<file path="src/xpcs_consts.svh">
`ifndef XPCS_CONSTS_SVH
`define XPCS_CONSTS_SVH

// ---------------------------------------------------------------
// word addresses of the pcs register block
// ---------------------------------------------------------------
`define XPCS_ADDR_TX_POL 9'h083
`define XPCS_ADDR_ALIGN_SYNC 9'h084
`define XPCS_ADDR_DECODE_ERR 9'h085
`define XPCS_ADDR_RXBUF_RLV 9'h086
`define XPCS_ADDR_RM_EVENTS 9'h087
`define XPCS_ADDR_RM_FILL 9'h088
`define XPCS_ADDR_TXBUF_ERR 9'h089
`define XPCS_ADDR_SIM_SHORT 9'h08a

// ---------------------------------------------------------------
// field widths, reset values and sizes
// ---------------------------------------------------------------
`define XPCS_LANES 4
`define XPCS_TX_FIFO_FLAGS 3
`define XPCS_TX_POL_RESET 4'h0
`define XPCS_SIM_RESET 1'b0
`define XPCS_RM_FULL_WORDS 20
`define XPCS_RM_EMPTY_WORDS 5
`define XPCS_RECONF_IN_W 4
`define XPCS_RECONF_OUT_HARD 16
`define XPCS_RECONF_OUT_SOFT 68
`define XPCS_RECONF_OFS_CHAN 0
`define XPCS_RECONF_OFS_PLL 4
`define XPCS_RECONF_IFACES 8

`endif

</file>
<file path="src/xpcs_pkg.sv">
`default_nettype none
`include "xpcs_consts.svh"

package xpcs_pkg;
    // pcs implementation flavour
    typedef enum logic [0:0] {
        XPCS_HARD = 1'b0,
        XPCS_SOFT = 1'b1
    } xpcs_variant_t;
endpackage : xpcs_pkg

`default_nettype wire

</file>
<file path="src/xpcs_sticky_field.sv">
`default_nettype none
`include "xpcs_consts.svh"

// ---------------------------------------------------------------
// sticky clear-on-read field: one bit per event line
// ---------------------------------------------------------------
module xpcs_sticky_field
    import xpcs_pkg::*;
#(
    parameter int W = 8
) (
    input wire logic sys_clk_in,
    input wire logic rst_in,
    input wire logic ce_in,
    input wire logic [W-1:0] event_in,  // synchronised event lines
    input wire logic clear_in,          // read of the owning word
    output logic [W-1:0] flags_out
);
    logic [W-1:0] flags_reg;

    // set wins over clear so an event in the read cycle survives
    always_ff @(posedge sys_clk_in) begin
        if (rst_in) begin
            flags_reg <= '0;
        end else if (ce_in) begin
            flags_reg <= (clear_in ? '0 : flags_reg) | event_in;
        end
    end

    assign flags_out = flags_reg;

    chk_set_beats_clear: assert property (
        @(posedge sys_clk_in) disable iff (rst_in)
        (ce_in && clear_in) |=> (flags_reg == $past(event_in)))
        else $error("event lost against clearing read");
endmodule : xpcs_sticky_field

`default_nettype wire

</file>
<file path="src/xpcs_status_regs.sv">
// What this block does
// per-lane transmit polarity invert, four bits
// sticky alignment pattern seen, read clears
// sticky sync status, hard eight, soft four
// sticky code or disparity error, read clears
// disparity error also sets decode error
// host separates code and disparity errors
// sticky rx phase fifo fault per lane
// sticky run-length violation per lane
// sticky rate-match insert events, eight bits
// sticky rate-match delete events, eight bits
// sticky rate-match full flag, twenty words
// sticky rate-match empty flag, five words
// sticky tx phase fifo fault, three bits
// simulation bit shortens reset, loss timers
// four-bit reconf input, output 68 or 16; the code passes 69 or 17 bits
// reconf signals internal in single quad
// channel offsets 0-3, pll offsets 4-7
// three shared channels use one controller
// host holds request during wait-request
// nine-bit word address, 32-bit data
// management reset active high, level
// reserved reads zero, status writes ignored
// event beats a simultaneous clearing read
`default_nettype none
`include "xpcs_consts.svh"

module xpcs_status_regs
    import xpcs_pkg::*;
#(
    parameter xpcs_variant_t VARIANT = XPCS_HARD,
    parameter bit MULTI_QUAD = 1'b0
) (
    input wire logic sys_clk_in,
    input wire logic rst_in,          // management reset, high
    input wire logic ce_in,           // low freezes all state
    // ---------------------------------------------------------------
    // management port
    // ---------------------------------------------------------------
    input wire logic [8:0] mgmt_addr_in,
    input wire logic [31:0] mgmt_wdata_in,
    input wire logic mgmt_write_in,
    input wire logic mgmt_read_in,
    output logic [31:0] mgmt_rdata_out,
    output logic mgmt_waitreq_out,
    // ---------------------------------------------------------------
    // pcs status lines, asynchronous to this clock
    // ---------------------------------------------------------------
    input wire logic [7:0] rx_align_seen_in,
    input wire logic [7:0] rx_sync_in,
    input wire logic [7:0] rx_decode_err_in,
    input wire logic [7:0] rx_disp_err_in,
    input wire logic [3:0] rx_phfifo_err_in,
    input wire logic [3:0] rx_runlen_err_in,
    input wire logic [7:0] rm_inserted_in,
    input wire logic [7:0] rm_deleted_in,
    input wire logic [3:0] rm_full_in,
    input wire logic [3:0] rm_empty_in,
    input wire logic [2:0] tx_phfifo_err_in,
    // ---------------------------------------------------------------
    // datapath controls and reconfiguration
    // ---------------------------------------------------------------
    output logic [3:0] tx_pol_invert_out,
    output logic sim_shortcut_out,
    output logic pcs_reset_out,
    input wire logic [`XPCS_RECONF_IN_W-1:0] reconf_in_bus,
    input wire logic [`XPCS_RECONF_IN_W-1:0] reconf_in_int,
    output logic [`XPCS_RECONF_IN_W-1:0] reconf_core_out,
    input wire logic [`XPCS_RECONF_OUT_SOFT:0] reconf_core_in,
    output logic [`XPCS_RECONF_OUT_SOFT:0] reconf_out_bus,
    output logic [`XPCS_RECONF_IFACES-1:0] reconf_iface_sel_out
);
    localparam int EV_W = 64;  // rx and rate-match event lines

    // ---------------------------------------------------------------
    // two-stage synchronisers on every status line
    // ---------------------------------------------------------------
    logic [EV_W-1:0] ev_raw;
    logic [EV_W-1:0] ev_meta_reg;  // first stage, read only by second
    logic [EV_W-1:0] ev_sync_reg;
    logic [7:0] sync_eff;
    logic [7:0] err_eff;

    // soft variant carries one sync bit per lane in bits 0-3
    assign sync_eff = (VARIANT == XPCS_SOFT) ?
        {4'h0, rx_sync_in[3:0]} : rx_sync_in;
    // a disparity error always marks the general error too
    assign err_eff = rx_decode_err_in | rx_disp_err_in;

    assign ev_raw = {rm_full_in, rm_empty_in,
                     rm_inserted_in, rm_deleted_in,
                     rx_phfifo_err_in, rx_runlen_err_in,
                     err_eff, rx_disp_err_in,
                     rx_align_seen_in, sync_eff};

    // pins cross in here, so two flops before any use
    always_ff @(posedge sys_clk_in) begin
        if (rst_in) begin
            ev_meta_reg <= '0;
            ev_sync_reg <= '0;
        end else if (ce_in) begin
            ev_meta_reg <= ev_raw;
            ev_sync_reg <= ev_meta_reg;
        end
    end

    // ---------------------------------------------------------------
    // tx fifo lines get their own synchroniser pair
    // ---------------------------------------------------------------
    logic [2:0] ev_tx_meta_reg;  // first stage, read only by second
    logic [2:0] ev_tx_sync_reg;
    // tx fault lines come from another clock, same two-flop rule
    always_ff @(posedge sys_clk_in) begin
        if (rst_in) begin
            ev_tx_meta_reg <= '0;
            ev_tx_sync_reg <= '0;
        end else if (ce_in) begin
            ev_tx_meta_reg <= tx_phfifo_err_in;
            ev_tx_sync_reg <= ev_tx_meta_reg;
        end
    end

    // ---------------------------------------------------------------
    // address decode
    // ---------------------------------------------------------------
    logic rd_hit_084;
    logic rd_hit_085;
    logic rd_hit_086;
    logic rd_hit_087;
    logic rd_hit_088;
    logic rd_hit_089;
    logic rd_take;  // a read taken this cycle

    // no wait states, every request with ce_in high is taken at once
    assign mgmt_waitreq_out = 1'b0;
    assign rd_take = mgmt_read_in && ce_in;
    assign rd_hit_084 = rd_take && mgmt_addr_in == `XPCS_ADDR_ALIGN_SYNC;
    assign rd_hit_085 = rd_take && mgmt_addr_in == `XPCS_ADDR_DECODE_ERR;
    assign rd_hit_086 = rd_take && mgmt_addr_in == `XPCS_ADDR_RXBUF_RLV;
    assign rd_hit_087 = rd_take && mgmt_addr_in == `XPCS_ADDR_RM_EVENTS;
    assign rd_hit_088 = rd_take && mgmt_addr_in == `XPCS_ADDR_RM_FILL;
    assign rd_hit_089 = rd_take && mgmt_addr_in == `XPCS_ADDR_TXBUF_ERR;

    // ---------------------------------------------------------------
    // sticky fields, one instance per status word
    // ---------------------------------------------------------------
    logic [15:0] f084;
    logic [15:0] f085;
    logic [7:0] f086;
    logic [15:0] f087;
    logic [7:0] f088;
    logic [2:0] f089;

    // pattern seen [15:8], sync [7:0]
    xpcs_sticky_field #(.W(16)) u_f084 (
        .sys_clk_in(sys_clk_in), .rst_in(rst_in), .ce_in(ce_in),
        .event_in(ev_sync_reg[15:0]), .clear_in(rd_hit_084),
        .flags_out(f084));
    // decode error [15:8], disparity [7:0]
    xpcs_sticky_field #(.W(16)) u_f085 (
        .sys_clk_in(sys_clk_in), .rst_in(rst_in), .ce_in(ce_in),
        .event_in(ev_sync_reg[31:16]), .clear_in(rd_hit_085),
        .flags_out(f085));
    // rx phase fifo [7:4], run length [3:0]
    xpcs_sticky_field #(.W(8)) u_f086 (
        .sys_clk_in(sys_clk_in), .rst_in(rst_in), .ce_in(ce_in),
        .event_in(ev_sync_reg[39:32]), .clear_in(rd_hit_086),
        .flags_out(f086));
    // inserted [15:8], deleted [7:0]; one-cycle pulses may be lost
    // if narrower than this clock, hence the pcs stretches them
    xpcs_sticky_field #(.W(16)) u_f087 (
        .sys_clk_in(sys_clk_in), .rst_in(rst_in), .ce_in(ce_in),
        .event_in(ev_sync_reg[55:40]), .clear_in(rd_hit_087),
        .flags_out(f087));
    // full [7:4], empty [3:0]
    xpcs_sticky_field #(.W(8)) u_f088 (
        .sys_clk_in(sys_clk_in), .rst_in(rst_in), .ce_in(ce_in),
        .event_in(ev_sync_reg[63:56]), .clear_in(rd_hit_088),
        .flags_out(f088));
    // tx phase fifo [2:0]
    xpcs_sticky_field #(.W(3)) u_f089 (
        .sys_clk_in(sys_clk_in), .rst_in(rst_in), .ce_in(ce_in),
        .event_in(ev_tx_sync_reg), .clear_in(rd_hit_089),
        .flags_out(f089));

    // ---------------------------------------------------------------
    // read-write control words
    // ---------------------------------------------------------------
    logic [3:0] tx_pol_reg;
    logic sim_reg;

    // only low bits stored, reserved bits dropped on write
    always_ff @(posedge sys_clk_in) begin
        if (rst_in) begin
            tx_pol_reg <= `XPCS_TX_POL_RESET;
            sim_reg <= `XPCS_SIM_RESET;
        end else if (ce_in && mgmt_write_in) begin
            if (mgmt_addr_in == `XPCS_ADDR_TX_POL) begin
                tx_pol_reg <= mgmt_wdata_in[3:0];
            end
            if (mgmt_addr_in == `XPCS_ADDR_SIM_SHORT) begin
                sim_reg <= mgmt_wdata_in[0];
            end
        end
    end

    assign tx_pol_invert_out = tx_pol_reg;
    assign sim_shortcut_out = sim_reg;
    assign pcs_reset_out = rst_in;

    // ---------------------------------------------------------------
    // read data, registered; unmapped and reserved read zero
    // ---------------------------------------------------------------
    logic [31:0] rdata_next;
    logic [31:0] rdata_reg;

    always_comb begin
        rdata_next = 32'h0000_0000;
        unique case (mgmt_addr_in)
            `XPCS_ADDR_TX_POL: rdata_next[3:0] = tx_pol_reg;
            `XPCS_ADDR_ALIGN_SYNC: rdata_next[15:0] = f084;
            `XPCS_ADDR_DECODE_ERR: rdata_next[15:0] = f085;
            `XPCS_ADDR_RXBUF_RLV: rdata_next[7:0] = f086;
            `XPCS_ADDR_RM_EVENTS: rdata_next[15:0] = f087;
            `XPCS_ADDR_RM_FILL: rdata_next[7:0] = f088;
            `XPCS_ADDR_TXBUF_ERR: rdata_next[2:0] = f089;
            `XPCS_ADDR_SIM_SHORT: rdata_next[0] = sim_reg;
            default: rdata_next = 32'h0000_0000;
        endcase
    end

    // data follows one cycle after the read strobe
    always_ff @(posedge sys_clk_in) begin
        if (rst_in) begin
            rdata_reg <= 32'h0000_0000;
        end else if (rd_take) begin
            rdata_reg <= rdata_next;
        end
    end

    assign mgmt_rdata_out = rdata_reg;

    // ---------------------------------------------------------------
    // reconfiguration routing
    // ---------------------------------------------------------------
    localparam int RO_W = (VARIANT == XPCS_SOFT) ?
        `XPCS_RECONF_OUT_SOFT : `XPCS_RECONF_OUT_HARD;
    logic [`XPCS_RECONF_OUT_SOFT:0] ro_mask;

    // unused upper index bits held low in the hard variant
    assign ro_mask = {(`XPCS_RECONF_OUT_SOFT + 1){1'b1}} >>
        (`XPCS_RECONF_OUT_SOFT - RO_W);
    // single quad: internal source; multi quad: external port
    assign reconf_core_out = MULTI_QUAD ?
        reconf_in_bus : reconf_in_int;
    assign reconf_out_bus = MULTI_QUAD ?
        (reconf_core_in & ro_mask) : '0;

    // interfaces 0-3 channels, 4-7 transmit plls; a set bit marks
    // a live interface on the external side
    genvar gi;
    generate
        for (gi = 0; gi < `XPCS_RECONF_IFACES; gi++) begin : g_sel
            assign reconf_iface_sel_out[gi] = MULTI_QUAD &&
                (gi >= `XPCS_RECONF_OFS_CHAN);
        end
    endgenerate

    // ---------------------------------------------------------------
    // checks
    // ---------------------------------------------------------------
    chk_pol_write_drive: assert property (
        @(posedge sys_clk_in) disable iff (rst_in)
        (ce_in && mgmt_write_in && mgmt_addr_in == `XPCS_ADDR_TX_POL)
        |=> tx_pol_invert_out == $past(mgmt_wdata_in[3:0]))
        else $error("polarity write not applied");
    chk_disp_sets_err: assert property (
        @(posedge sys_clk_in) disable iff (rst_in)
        (f085[7:0] & ~f085[15:8]) == 8'h00)
        else $error("disparity bit without decode bit");
    chk_rlv_sticky: assert property (
        @(posedge sys_clk_in) disable iff (rst_in)
        (ce_in && ev_sync_reg[32]) |=> f086[0])
        else $error("run length flag missed");
    chk_read_clears: assert property (
        @(posedge sys_clk_in) disable iff (rst_in)
        (rd_hit_084 && ev_sync_reg[15:0] == 16'h0000) |=> f084 == 16'h0000)
        else $error("align word not cleared by read");
    chk_reserved_zero: assert property (
        @(posedge sys_clk_in) disable iff (rst_in)
        mgmt_rdata_out[31:16] == 16'h0000)
        else $error("reserved bits read non-zero");
    chk_sim_follow: assert property (
        @(posedge sys_clk_in) disable iff (rst_in)
        (ce_in && mgmt_write_in && mgmt_addr_in == `XPCS_ADDR_SIM_SHORT)
        |=> sim_shortcut_out == $past(mgmt_wdata_in[0]))
        else $error("simulation bit not applied");
    chk_rm_full_two: assert property (
        @(posedge sys_clk_in) disable iff (rst_in)
        (ce_in && rm_full_in[0]) ##1 ce_in ##1 ce_in |=> f088[4])
        else $error("full flag not latched");
    chk_no_wait: assert property (
        @(posedge sys_clk_in) disable iff (rst_in)
        !mgmt_waitreq_out)
        else $error("wait request raised");

    cov_clear_read: cover property (
        @(posedge sys_clk_in) rd_hit_085 && f085 != 16'h0000);
    cov_pol_write: cover property (
        @(posedge sys_clk_in) ce_in && mgmt_write_in &&
        mgmt_addr_in == `XPCS_ADDR_TX_POL);
    cov_rm_event: cover property (
        @(posedge sys_clk_in) f087 != 16'h0000);
endmodule : xpcs_status_regs

`default_nettype wire

</file>
<file path="config.mk">
export PLATFORM = sky130hd
export DESIGN_NAME = xpcs_status_regs
export DESIGN_NICKNAME = d
export VERILOG_FILES = /design/src/xpcs_pkg.sv /design/src/xpcs_sticky_field.sv /design/src/xpcs_status_regs.sv
export VERILOG_INCLUDE_DIRS = /design/src
export SDC_FILE = /design/constraint.sdc
export NUM_CORES = 1
export LEC_CHECK = 0
export ABC_CLOCK_PERIOD_IN_PS = 2200
export BUFFER_PORTS_ARGS = -buffer_cell sky130_fd_sc_hd__buf_2
export CAP_MARGIN = 10
export CORE_MARGIN = 1.5
export CORE_UTILIZATION = 45
export DETAILED_ROUTE_END_ITERATION = 16
export PLACE_DENSITY = 0.82
export RECOVER_POWER = 25
export SETUP_SLACK_MARGIN = 0.02
export SYNTH_ARGS = -nofsm -noshare
export SYNTH_HDL_FRONTEND = slang
export SYNTH_SLANG_ARGS = --single-unit
</file>
<file path="constraint.sdc">
create_clock -name sys_clk_in -period 2.2 [get_ports sys_clk_in]
set_input_delay 0.44 -clock sys_clk_in [delete_from_list [all_inputs] [get_ports sys_clk_in]]
set_output_delay 0.44 -clock sys_clk_in [all_outputs]
set_load 0.02 [all_outputs]
</file>
==> flow_metrics.tcl <==
set metrics [dict create \
    area_growth_pct 13.9 \
    die_area_um2 21000 \
    finalSetupTns_ps 0 \
    period_share_pct 84.8 \
    pin_count 310 \
    fmax_mhz 536 \
    n_fill_cell 1721 \
    final_area_um2 10300 \
    grt_pass1_wl_mm 31.7 \
    cts_hold_buf 0 \
    clkTransAtPathRegs_ps 60 \
    report.final.slew_viol_count 0 \
    die_x_um 145 \
    synth-edff-count 0 \
    die_y_um 145 \
    place_ws_ps -35.6 \
    drive_above_1_share_pct 17.1 \
    numCtsBuffers 23 \
    rsz0062_at_grt "no" \
    ys_seq_elements 222 \
    maxCapViolCount 0 \
    synth_cells 939 \
    cts_setup_buffers 0 \
    synth_cell_types 49 \
    place_congestion 0.853 \
    cts_sinks 222 \
    r2r_slack_ps 880 \
    critPathLaunchType "input port" \
    async_flop_share_pct 0 \
    power_switching_w 0.00216 \
    relSlewSlack_pct 17.0 \
    dpl.cell_count 1267 \
    overflow 0 \
    seq_power_share_pct 47.4 \
    ant_nets 0 \
    p_int_w 0.00687 \
    ys_warn_count 0 \
    cp_max_fo 80 \
    swShare_pct 23.9 \
    finish.utilization_pct 52.6 \
    worst_pin_slew_ps 1240 \
    antenna_found_initial 0 \
    crit_path_end_kind "flop" \
    synth_area_leaders "dfxtp_1, mux2i_1, nor2_1" \
    setup_viol 0 \
    cts_resized 0 \
    yosysTopAreaCell "dfxtp_1" \
    status "completed" \
    synth_ff_type "dfxtp_1" \
    placed_area_um2 9590 \
    ir_drop_mv 0.676 \
    multi_input_area_um2 3980 \
    drtPass1Iterations 5 \
    finalWorstSetupSlack_ps 334 \
    clk_path_buf_depth 3 \
    hold_viol_final 0 \
    p_leak_nw 4.53 \
    finalNetCount 1217 \
    design.core.area_um2 19700 \
    pwr-share-clk_pct 44.2 \
    cp_data_required_time_ps 2580 \
    clk_latency_ps 500 \
    post_drt_wl_per_cell_um 15.5 \
    htree_levels 1 \
    skew_ps 5.68 \
    seq_area_um2 4440 \
    instances_no_fill 1307 \
    rows 51 \
    grt_max_degree 81 \
    avgSynthCellArea_um2 9.68 \
    min_period_ps 1870 \
    route.detailed.drc 0 \
    comb_power_share_pct 8.4 \
    grt_pass1_vias 5914 \
    p_per_area_nw_per_um2 873 \
    hpwl_mm 13.8 \
    grt_usage_pct 18.4 \
    crit_type "input port to flop" \
    start_util_pct 46.2 \
    drt_iter0_markers 634 \
    vias 6734 \
    arrival_ps 2250 \
    root_buffer "clkbuf_16" \
    hold_path_class "input port to flop" \
    port_buffers 106 \
    synth_top_area_share_pct 48.9 \
    netlist_area_um2 9080 \
    routed_wl_mm 20.3 \
    cts_tree "built" \
    ys_seq_area_share_pct 48.9 \
    via_per_inst 5.15 \
    insertedDiodeCount 0 \
]
==> cells by family (layout without fill, tap and decap cells) <==
kind of cell           after synthesis  after routing  share of synthesized area (%)
DFF                                222            222                           48.9
muxes                              139            139                           15.3
other                                1             94                         0.0413
AOI/OAI and AO/OA                  141            141                           11.4
buffers and inverters              166            176                           11.2
and+or+nand+nor                    270            270                           13.2
==> per-stage QoR <==
| stage | power [W] | hold WS [ps] |
|---|---|---|
| global placement | 0.00510 | 472 |
| CTS | 0.00910 | 165 |
| floorplan | 0.00503 | 457 |
| finish | 0.00903 | 176 |
| global route | 0.00936 | 159 |
| detailed placement | 0.00512 | 467 |
==> cells in the mapped netlist, types with 5 or more instances <==
library cell	instances
a211oi_1	9
buf_2	5
o21ai_0	11
dfxtp_1	222
a21oi_1	10
a22oi_1	79
nor2_1	222
buf_4	100
a32oi_1	8
o2bb2ai_1	7
nand2_1	6
mux2i_1	139
clkbuf_1	53
==> layer usage <==
layer	track usage (%)	vias to the layer above	part of all wire (%)
met3	3.21	32	6.9
met5	0	-	0
met2	28.2	274	45
met4	4.49	0	2.0
li1	-	3260	-
met1	26.8	3168	46
==> worst paths after layout <==
path | cells after the start | endpoint | from
worst min-delay path | 3 | ev_meta_reg[61]$_SDFFE_PP0P_ | rm_full_in[1]
worst min register to register | 2 | mgmt_rdata_out[13]$_SDFFE_PP0P_ | mgmt_rdata_out[13]$_SDFFE_PP0P_
worst max register to register | 4 | mgmt_rdata_out[2]$_SDFFE_PP0P_ | u_f087.flags_out[2]$_SDFFE_PP0P_
worst max-delay path | 5 | ev_sync_reg[19]$_SDFFE_PP0P_ | ce_in
==> critical path, stage by stage <==
cell and delay [ps]:
clkbuf_8 190, buf_12 270, clkbuf_4 900, mux2i_1 320
nor2_1 70
==> cell usage in the layout, fill, tap and decap left out, types with 10 or more instances in the layout <==
cell	n
nor2_1	222
dfxtp_1	222
mux2i_1	139
buf_2	104
conb_1	94
a22oi_1	79
clkbuf_16	23
buf_4	22
o21ai_0	11
a21oi_1	10
==> power by group through the flow <==
| stage | clock (W) | sequential (W) | combinational, W |
|---|---|---|---|
| finish | 0.00399 | 0.00428 | 0.000756 |
| global route | 0.00424 | 0.00429 | 0.000825 |
| CTS | 0.00406 | 0.00428 | 0.000760 |
| detailed placement | 0 | 0.00437 | 0.000755 |
| global placement | 0 | 0.00436 | 0.000742 |
| floorplan | 0 | 0.00433 | 0.000701 |
==> final cells by class <==
type,instances,area share (%)
clock buffers,30,6.20
clock inverters,10,1.35
inverters,2,0.0726
multi-input cells,644,38.4
flip-flops and latches,222,43.0
well taps,265,3.21
repair buffers,134,7.76
(Power assumes the default switching activity.)
